### src/pkg/jtd_regs.vh
// Constants of the emulation test access port: opcodes, widths and reset values
`ifndef JTD_REGS_VH
`define JTD_REGS_VH

`define JTD_IR_W 8
`define JTD_IR_RESET 8'hFF
`define JTD_IR_CAPTURE 8'h01

`define JTD_OP_EXTEST 8'h00
`define JTD_OP_SAMPLE 8'h02
`define JTD_OP_PRIVATE_A 8'h03
`define JTD_OP_HIGHZ 8'h06
`define JTD_OP_PRIVATE_B 8'h20
`define JTD_OP_PRIVATE_K 8'h29
`define JTD_OP_BYPASS 8'hFF

`define JTD_CLASS_W 3
`define JTD_CLASS_BYPASS 3'h0
`define JTD_CLASS_EXTEST 3'h1
`define JTD_CLASS_SAMPLE 3'h2
`define JTD_CLASS_HIGHZ 3'h3
`define JTD_CLASS_PRIVATE 3'h4
`define JTD_CLASS_UNKNOWN 3'h5

`define JTD_SYNC_STAGES 2

`endif

### src/core/jtd_tap.v
// Emulation test access port with a single dummy boundary cell, sampled on the core clock
//
// How it works
// - The instruction register is eight bits long and shifts eight bits per instruction load.
// - The boundary path is one dummy cell between scan input and scan output, for loopback only.
// - Sample 00000010 and high-impedance 00000110 are valid codes with no functional effect.
// - High-impedance touches only the dummy cell and leaves every pin driving normally.
// - Bypass 11111111, external test and eleven private codes 00000011, 00100000-00101001 decode.
// - Both emulation pins are open-collector outputs, wire-ORed and pulled high outside.
`include "jtd_regs.vh"

module jtd_tap (
  input wire core_clk,
  input wire rst,
  input wire tck,
  input wire tms,
  input wire tdi,
  input wire trst_n,
  output reg tdo,
  output reg tdo_oe_n,
  input wire emulation_ctrl_pin_a_i,
  output reg emulation_ctrl_pin_a_o,
  output reg emulation_ctrl_pin_a_oe_n,
  input wire emulation_ctrl_pin_b_i,
  output reg emulation_ctrl_pin_b_o,
  output reg emulation_ctrl_pin_b_oe_n,
  input wire emu_a_pull,
  input wire emu_b_pull,
  output reg emu_a_level,
  output reg emu_b_level,
  output reg [`JTD_IR_W-1:0] active_opcode,
  output reg [`JTD_CLASS_W-1:0] active_class,
  output reg [15:0] tap_state,
  output reg ir_update_pulse,
  output reg private_active
);

  localparam [15:0] ST_RESET = 16'h0001;
  localparam [15:0] ST_IDLE = 16'h0002;
  localparam [15:0] ST_SEL_DR = 16'h0004;
  localparam [15:0] ST_CAP_DR = 16'h0008;
  localparam [15:0] ST_SHIFT_DR = 16'h0010;
  localparam [15:0] ST_EXIT1_DR = 16'h0020;
  localparam [15:0] ST_PAUSE_DR = 16'h0040;
  localparam [15:0] ST_EXIT2_DR = 16'h0080;
  localparam [15:0] ST_UPD_DR = 16'h0100;
  localparam [15:0] ST_SEL_IR = 16'h0200;
  localparam [15:0] ST_CAP_IR = 16'h0400;
  localparam [15:0] ST_SHIFT_IR = 16'h0800;
  localparam [15:0] ST_EXIT1_IR = 16'h1000;
  localparam [15:0] ST_PAUSE_IR = 16'h2000;
  localparam [15:0] ST_EXIT2_IR = 16'h4000;
  localparam [15:0] ST_UPD_IR = 16'h8000;

  // Step of the standard controller for one rising test-clock edge
  function [15:0] next_state;
    input [15:0] cur;
    input mode;
    begin
      case (cur)
        ST_RESET: next_state = mode ? ST_RESET : ST_IDLE;
        ST_IDLE: next_state = mode ? ST_SEL_DR : ST_IDLE;
        ST_SEL_DR: next_state = mode ? ST_SEL_IR : ST_CAP_DR;
        ST_CAP_DR: next_state = mode ? ST_EXIT1_DR : ST_SHIFT_DR;
        ST_SHIFT_DR: next_state = mode ? ST_EXIT1_DR : ST_SHIFT_DR;
        ST_EXIT1_DR: next_state = mode ? ST_UPD_DR : ST_PAUSE_DR;
        ST_PAUSE_DR: next_state = mode ? ST_EXIT2_DR : ST_PAUSE_DR;
        ST_EXIT2_DR: next_state = mode ? ST_UPD_DR : ST_SHIFT_DR;
        ST_UPD_DR: next_state = mode ? ST_SEL_DR : ST_IDLE;
        ST_SEL_IR: next_state = mode ? ST_RESET : ST_CAP_IR;
        ST_CAP_IR: next_state = mode ? ST_EXIT1_IR : ST_SHIFT_IR;
        ST_SHIFT_IR: next_state = mode ? ST_EXIT1_IR : ST_SHIFT_IR;
        ST_EXIT1_IR: next_state = mode ? ST_UPD_IR : ST_PAUSE_IR;
        ST_PAUSE_IR: next_state = mode ? ST_EXIT2_IR : ST_PAUSE_IR;
        ST_EXIT2_IR: next_state = mode ? ST_UPD_IR : ST_SHIFT_IR;
        ST_UPD_IR: next_state = mode ? ST_SEL_DR : ST_IDLE;
        default: next_state = ST_RESET;
      endcase
    end
  endfunction

  // Opcode classes; codes outside the table fall back to bypass behaviour
  function [`JTD_CLASS_W-1:0] classify;
    input [`JTD_IR_W-1:0] op;
    begin
      if (op == `JTD_OP_BYPASS)
        classify = `JTD_CLASS_BYPASS;
      else if (op == `JTD_OP_EXTEST)
        classify = `JTD_CLASS_EXTEST;
      else if (op == `JTD_OP_SAMPLE)
        classify = `JTD_CLASS_SAMPLE;
      else if (op == `JTD_OP_HIGHZ)
        classify = `JTD_CLASS_HIGHZ;
      else if (op == `JTD_OP_PRIVATE_A ||
               (op >= `JTD_OP_PRIVATE_B && op <= `JTD_OP_PRIVATE_K))
        classify = `JTD_CLASS_PRIVATE;
      else
        classify = `JTD_CLASS_UNKNOWN;
    end
  endfunction

  // Two-flop synchronisers; stage one is read only by stage two
  reg tck_s1_r, tck_s2_r, tck_s3_r;
  reg tms_s1_r, tms_s2_r;
  reg tdi_s1_r, tdi_s2_r;
  reg trst_s1_r, trst_s2_r;
  reg emu_a_s1_r, emu_b_s1_r;

  always @(posedge core_clk or posedge rst)
  begin
    if (rst)
    begin
      tck_s1_r <= 1'b0;
      tck_s2_r <= 1'b0;
      tck_s3_r <= 1'b0;
      tms_s1_r <= 1'b1;
      tms_s2_r <= 1'b1;
      tdi_s1_r <= 1'b0;
      tdi_s2_r <= 1'b0;
      trst_s1_r <= 1'b0;
      trst_s2_r <= 1'b0;
      emu_a_s1_r <= 1'b1;
      emu_b_s1_r <= 1'b1;
      emu_a_level <= 1'b1;
      emu_b_level <= 1'b1;
    end
    else
    begin
      tck_s1_r <= tck;
      tck_s2_r <= tck_s1_r;
      tck_s3_r <= tck_s2_r;
      tms_s1_r <= tms;
      tms_s2_r <= tms_s1_r;
      tdi_s1_r <= tdi;
      tdi_s2_r <= tdi_s1_r;
      trst_s1_r <= trst_n;
      trst_s2_r <= trst_s1_r;
      emu_a_s1_r <= emulation_ctrl_pin_a_i;
      emu_a_level <= emu_a_s1_r;
      emu_b_s1_r <= emulation_ctrl_pin_b_i;
      emu_b_level <= emu_b_s1_r;
    end
  end

  // Mode and data travel through the same depth as the clock, so they stay aligned
  wire tck_rise = tck_s2_r & ~tck_s3_r;
  wire tck_fall = ~tck_s2_r & tck_s3_r;
  wire trst_act = ~trst_s2_r;

  reg [`JTD_IR_W-1:0] ir_shift_r;
  reg bypass_r;
  reg dummy_cell_r;

  wire in_shift_ir = (tap_state == ST_SHIFT_IR);
  wire in_shift_dr = (tap_state == ST_SHIFT_DR);
  wire sel_bypass = (active_class == `JTD_CLASS_BYPASS) ||
                    (active_class == `JTD_CLASS_UNKNOWN);

  // Controller and scan registers, all stepping on the rising test-clock edge
  always @(posedge core_clk or posedge rst)
  begin
    if (rst)
    begin
      tap_state <= ST_RESET;
      ir_shift_r <= `JTD_IR_RESET;
      active_opcode <= `JTD_IR_RESET;
      active_class <= `JTD_CLASS_BYPASS;
      bypass_r <= 1'b0;
      dummy_cell_r <= 1'b0;
      ir_update_pulse <= 1'b0;
      private_active <= 1'b0;
    end
    else if (trst_act)
    begin
      tap_state <= ST_RESET;
      active_opcode <= `JTD_IR_RESET;
      active_class <= `JTD_CLASS_BYPASS;
      ir_update_pulse <= 1'b0;
      private_active <= 1'b0;
    end
    else
    begin
      ir_update_pulse <= 1'b0;
      if (tck_rise)
      begin
        tap_state <= next_state(tap_state, tms_s2_r);
        case (tap_state)
          ST_RESET:
          begin
            active_opcode <= `JTD_IR_RESET;
            active_class <= `JTD_CLASS_BYPASS;
            private_active <= 1'b0;
          end
          ST_CAP_IR:
            ir_shift_r <= `JTD_IR_CAPTURE;
          ST_SHIFT_IR:
            ir_shift_r <= {tdi_s2_r, ir_shift_r[`JTD_IR_W-1:1]};
          ST_UPD_IR:
          begin
            active_opcode <= ir_shift_r;
            active_class <= classify(ir_shift_r);
            // Private codes are only flagged; their effect belongs to the core
            private_active <= (classify(ir_shift_r) == `JTD_CLASS_PRIVATE);
            ir_update_pulse <= 1'b1;
          end
          ST_CAP_DR:
          begin
            bypass_r <= 1'b0;
            // The dummy cell keeps its value: capture reads nothing from pins
          end
          ST_SHIFT_DR:
          begin
            if (sel_bypass)
              bypass_r <= tdi_s2_r;
            else
              dummy_cell_r <= tdi_s2_r;
          end
          default:
          begin
          end
        endcase
      end
    end
  end

  // Output changes on the falling edge so the controller samples a settled bit
  always @(posedge core_clk or posedge rst)
  begin
    if (rst)
    begin
      tdo <= 1'b0;
      tdo_oe_n <= 1'b1;
    end
    else if (trst_act)
    begin
      tdo <= 1'b0;
      tdo_oe_n <= 1'b1;
    end
    else if (tck_fall)
    begin
      if (in_shift_ir)
      begin
        tdo <= ir_shift_r[0];
        tdo_oe_n <= 1'b0;
      end
      else if (in_shift_dr)
      begin
        tdo <= sel_bypass ? bypass_r : dummy_cell_r;
        tdo_oe_n <= 1'b0;
      end
      else
        tdo_oe_n <= 1'b1;
    end
  end

  // Open-collector emulation pins: only ever pull low, never drive high
  always @(posedge core_clk or posedge rst)
  begin
    if (rst)
    begin
      emulation_ctrl_pin_a_o <= 1'b0;
      emulation_ctrl_pin_a_oe_n <= 1'b1;
      emulation_ctrl_pin_b_o <= 1'b0;
      emulation_ctrl_pin_b_oe_n <= 1'b1;
    end
    else
    begin
      emulation_ctrl_pin_a_o <= 1'b0;
      emulation_ctrl_pin_a_oe_n <= ~emu_a_pull;
      emulation_ctrl_pin_b_o <= 1'b0;
      emulation_ctrl_pin_b_oe_n <= ~emu_b_pull;
    end
  end

  // High-impedance opcode drives no pin enable here: device pins stay driving

endmodule

### config.mk
export PLATFORM = sky130hd
export DESIGN_NAME = jtd_tap
export DESIGN_NICKNAME = d
export VERILOG_FILES = /design/src/core/jtd_tap.v
export VERILOG_INCLUDE_DIRS = /design/src /design/src/pkg
export SDC_FILE = /design/constraint.sdc
export NUM_CORES = 1
export LEC_CHECK = 0
export ABC_AREA = 1
export BUFFER_PORTS_ARGS = -buffer_cell sky130_fd_sc_hd__clkbuf_2
export CORE_ASPECT_RATIO = 1.2
export CORE_MARGIN = 1.5
export CORE_UTILIZATION = 35
export DETAILED_ROUTE_END_ITERATION = 16
export MAX_ROUTING_LAYER = met4
export REMOVE_ABC_BUFFERS = 1
export SLEW_MARGIN = 30
export SYNTH_ARGS = -nofsm -noshare
export SYNTH_HDL_FRONTEND = slang
export SYNTH_SLANG_ARGS = --single-unit
### constraint.sdc
create_clock -name core_clk -period 3.66 [get_ports core_clk]
set_input_delay 0 -clock core_clk [delete_from_list [all_inputs] [get_ports core_clk]]
set_output_delay 0 -clock core_clk [all_outputs]
set_load 0.01 [all_outputs]
== After elaboration in Yosys (flattened, before gate mapping) ==
Cells that the tools add are included.
W data, S select, Z words.

* Bits in registers: 56
* Latch bits: 0
* Memory bits (writable): 0
* Bits in read-only memories: 0
* Bits of input ports: 10
* Output and inout port bits: 37
* Logic and storage cells: 123
* Memories: 0

* Add/subtract/negate cells: 0
* Multiply operators: 0
* Div/mod/pow operators: 0
* Magnitude comparators: 2
* Equality and inequality tests: 27
* Shifts and indexed selects: 0
* Mux-type cells: 47
* Bitwise gates (word level): 7
* Reductions and logical operators: 15

{| class="wikitable"
|+ Operator list
! operator !! count
|-
| $pmux W16 S12 || 1
|-
| $mux W16 || 4
|-
| $pmux W8 S2 || 2
|-
| $mux W3 || 10
|-
| $mux W8 || 3
|-
| $mux W9 || 2
|-
| $eq A16 B1 Y1 const B || 1
|-
| $eq A16 B10 Y1 const B || 1
|-
| $eq A16 B11 Y1 const B || 1
|-
| $eq A16 B12 Y1 const B || 1
|-
| $eq A16 B13 Y1 const B || 1
|-
| $eq A16 B14 Y1 const B || 1
|-
| $eq A16 B15 Y1 const B || 1
|-
| $eq A16 B16 Y1 const B || 1
|-
| $eq A16 B2 Y1 const B || 1
|-
| $eq A16 B3 Y1 const B || 1
|-
| $eq A16 B4 Y1 const B || 1
|-
| $eq A16 B5 Y1 const B || 1
|-
| $eq A16 B6 Y1 const B || 1
|-
| $eq A16 B7 Y1 const B || 1
|-
| $eq A16 B8 Y1 const B || 1
|-
| $eq A16 B9 Y1 const B || 1
|-
| $eq A8 B2 Y1 const B || 2
|-
| $mux W1 || 16
|-
| 27 further kinds || 42
|}

== Depth between registers and ports, before layout ==
* Depth in word-level cells: 15
* Mapped depth: 11
* Gate-level depth less buffers: 11

== Worst setup path before layout ==
Ideal clock, no wire load.

* Kind: reg2reg
* Start: register tap_state[11]
* End: register private_active
* Setup time: 126 ps
* Data arrival time: 1361 ps
* Required time: 3534 ps
* Path slack: 2172 ps
* Cell stages (with the launch flop): 10
* Buffers on the path: 1
* Period minus slack after synthesis: 1488 ps
* Cells stage by stage: dfrtp_1 nor2_2 nand2_4 nor2_8 nand3_4 nand3_2 nand2_2 buf_2 nand2_1 o21ai_0

* Longest elaborated chain between the ends: 4
* Elaborated cells between the ends (all ways): 7
* Those cells by class: eq/ne (3); mux (3); reduce/logical (1)

{| class="wikitable"
|+ Ends and longest elaborated chain
! what !! RTL line !! RTL
|-
| start: declaration || jtd_tap.v:33 || <nowiki>output reg [15:0] tap_state,</nowiki>
|-
| start signal: assignment || jtd_tap.v:186 || <nowiki>tap_state <= next_state(tap_state, tms_s2_r);</nowiki>
|-
| $eq A16 B16 Y1 or $eq A16 B1 Y1 (tied branches) || jtd_tap.v:187 || <nowiki>case (tap_state)</nowiki>
|-
| $pmux W1 S2 || jtd_tap.v:187 ||
|-
| $mux W1 || jtd_tap.v:184 || <nowiki>if (tck_rise)</nowiki>
|-
| $mux W1 || jtd_tap.v:173 || <nowiki>else if (trst_act)</nowiki>
|-
| end signal: assignment || jtd_tap.v:203 || <nowiki>private_active <= (classify(ir_shift_r) == `JTD_CLASS_PRIVATE);</nowiki>
|-
| end: declaration || jtd_tap.v:35 || <nowiki>output reg private_active</nowiki>
|}

Parallel ways exist; a longest one is shown, timed or not. The select of a mux whose other input is x is not followed.
A chain may end at the register's enable or synchronous reset.

== Final worst setup path ==
* Start: register tap_state[4]
* End: register active_opcode[3]

* Longest elaborated chain between the ends: 4
* Elaborated cells between the ends (all ways): 7
* Those cells by class: eq/ne (3); mux (3); reduce/logical (1)

{| class="wikitable"
|+ Ends and longest elaborated chain
! what !! RTL line !! RTL
|-
| $eq A16 B16 Y1 or $eq A16 B1 Y1 (tied branches) || jtd_tap.v:187 ||
|-
| $pmux W8 S2 || jtd_tap.v:187 ||
|-
| $mux W8 || jtd_tap.v:184 ||
|-
| $mux W8 || jtd_tap.v:173 ||
|-
| end signal: assignment || jtd_tap.v:176 || <nowiki>active_opcode <= `JTD_IR_RESET;</nowiki>
|-
| end signal: assignment || jtd_tap.v:190 || <nowiki>active_opcode <= `JTD_IR_RESET;</nowiki>
|-
| end signal: assignment || jtd_tap.v:200 || <nowiki>active_opcode <= ir_shift_r;</nowiki>
|-
| end: declaration || jtd_tap.v:31 || <nowiki>output reg [`JTD_IR_W-1:0] active_opcode,</nowiki>
|}

Parallel ways exist; a longest one is shown, timed or not. The select of a mux whose other input is x is not followed.

==> reports/metrics.cfg <==
[status]
status = finished clean

[route]
drtPass1Iterations = 5
wire_per_inst_um = 13.08
via_per_inst = 4.949
drtAntennaViolNets = 0
wl_um = 6162
drt_iter0_markers = 214
vias = 2331
drc = 0

[logic_synthesis]
ys_ff_latch = 56
synth_area_sq_um = 2793
synthDistinctLibCells = 36
yosys_warnings = 0
yosysSeqAreaShare_pct = 51.34
netlist_instances = 323
synth_area_per_cell_sq_um = 8.646

[floorplan]
fp-row-count = 35
die_h_um = 100.9
ios = 47
initial_core_util_pct = 36.23
fp.dieArea_sq_um = 8526
die-width_um = 84.54
fp.coreArea_sq_um = 7707

[hold_path]
hold_class = input pin to async pin

[sta]
fin_skew_ns = 0.009950
rsz0062_at_grt = false
tns_ns = 0
finalMaxSlewViolations = 0
worst_pin_slew_ns = 0.7306
finalCritPeriodShare_pct = 53.03
setup_viol = 0
hold_viol_final = 0
period_minus_slack_ns = 1.941
fin_ws_ns = 1.719
slew_headroom_pct = 50.92
max_freq_ghz = 0.5152

[setup_path]
crit_path_end_kind = flop
crit_required_ns = 3.89
crit_fanout = 12
worstPathArrival_ns = 2.18
critical_path_class = flop to flop
cp-start-kind = flop

[grt]
grt_pass1_wl_um = 10460
grtUsageTotal_pct = 15.47
grt_max_degree = 33
grt_overflow = 0
grt_pass1_vias = 2300
antenna_found_initial = 0

[placed_design]
place_congestion = 0.8974
post-place-cells = 454
dpl.hpwl_um = 4579
preCtsSetupSlack_ns = 1.755
io_buffer_count = 44

[cells_and_area]
num-nets-final = 388
antenna_cells = 0
layout-drive-gt1-share_pct = 28.76
final_common_cell = nand2_1
syn2layout_area_growth_pct = 17.74
final_cell_mix = nand2_1 (55), clkbuf_2 (44), nor2_1 (42), inv_1 (36), dfrtp_1 (30)
final_cells = 471
final.fill_count = 776

[pwr]
ir_drop_mv = 0.2233
p_leak_nw = 1.570
powerDensity_nw_per_um2 = 352.1

[clocking]
clock_path_buffers = 2
cts_resized = 0
cts-root-buf = clkbuf_8
tritoncts = yes
cts_inserted_buffers = 5
clkLatencyLatePin_ns = 0.31
cts_sinks = 56
clkTransAtPathRegs_ns = 0.11
htreeDepth = 2

[job]
maxCapViolCount = 0

-- layer usage --
metal	GRT usage (%)	wire length (um)	vias to the layer above
met2	24.79	2981	70
met4	7.692	201	0
li1	-	-	1156
met5	-	0	-
met3	2.211	223	16
met1	19.23	2755	1089
-- layout make-up --
| class | count | area (sq um) | area share, % |
|---|---|---|---|
| timing repair buffer | 55 | 325.3 | 9.893 |
| inverter | 43 | 161.4 | 4.909 |
| tap | 92 | 115.1 | 3.501 |
| sequential | 56 | 1434 | 43.61 |
| clock buffer | 5 | 68.82 | 2.093 |
| multi-input combinational | 217 | 1136 | 34.55 |
| clock inverter | 3 | 47.55 | 1.446 |
-- sequential cells by signal, summed over array words and instances, names as in the netlist, 3 cells and up --
register	flops
active_opcode	8
active_class	3
tap_state	16
ir_shift_r	8
-- per-stage QoR --
| step | hold slack, ns | util (%) | power (mW) | area (sq um) |
|---|---|---|---|---|
| after detailed placement | 0.05295 | 39.98 | 0.7428 | 3082 |
| after global routing | 0.2853 | 42.66 | 1.207 | 3288 |
| after CTS | 0.2553 | 42.66 | 1.175 | 3288 |
| after floorplan | 0.004478 | - | 0.7118 | 2731 |
| final | 0.2468 | 42.66 | 1.158 | 3288 |
| after global placement | 0.05090 | 39.98 | 0.7421 | 3082 |
-- kinds of logic after synthesis --
logic type	count (synthesis)	share of synthesized area, %
other	1	0.1343
buffers and inverters	51	8.109
DFF	56	51.34
and+or+nand+nor	163	30.02
AOI/OAI and AO/OA	52	10.39
-- synthesized netlist by cell type (all sizes together) --
library cell,count,area (sq um)
nor4,2,12.51
o21bai,2,15.01
clkbuf,2,7.510
nand2,61,259.0
a21oi,11,55.05
inv,42,157.7
nand4,5,31.28
clkinv,1,3.750
dfrtp,30,750.7
nor3b,1,7.510
o211ai,1,7.510
nand3,32,190.2
buf,6,57.54
o21ai,29,152.7
o22ai,6,37.54
a211oi,1,7.510
nand3b,1,7.510
o31ai,2,15.01
conb,1,3.750
nor3,8,51.30
nor2,53,279.0
dfstp,26,683.2
-- worst max-delay path, cell delays in order, from the launching register on --
cell and delay (ns):
dfrtp_1 0.46, nor2_2 0.19, nand2_2 0.13, nor2_4 0.27, nand3_1 0.17, nand3_2 0.11, nand2_2 0.15, inv_2 0.21
nor2_1 0.06, a21oi_1 0.13
-- power by group --
group,switching [mW],internal [mW]
combinational,0.0583,0.0299
clock,0.213,0.207
sequential,0.00834,0.641
-- worst paths after layout --
kind                                        start          endpoint  slack (ns)  cells after the start
setup / recovery                     tap_state[4]  active_opcode[3]        1.72                      9
hold / removal                                rst          tdi_s1_r        0.25                      3
setup reg to reg                     tap_state[4]  active_opcode[3]        1.72                      9
hold reg to reg                          tms_s1_r          tms_s2_r        0.36                      0
max in group asynchronous                     rst     ir_shift_r[5]        2.56                      4
min in group core_clk      emulation_ctrl_pin_a_i        emu_a_s1_r        0.32                      2
-- what timing repair did --
item	4_1_cts	5_1_grt
buffers inserted	0	0
hold buffers	9	0
endpoints found under the hold margin	23	0
Note: power is estimated with default switching activity, not from simulation.
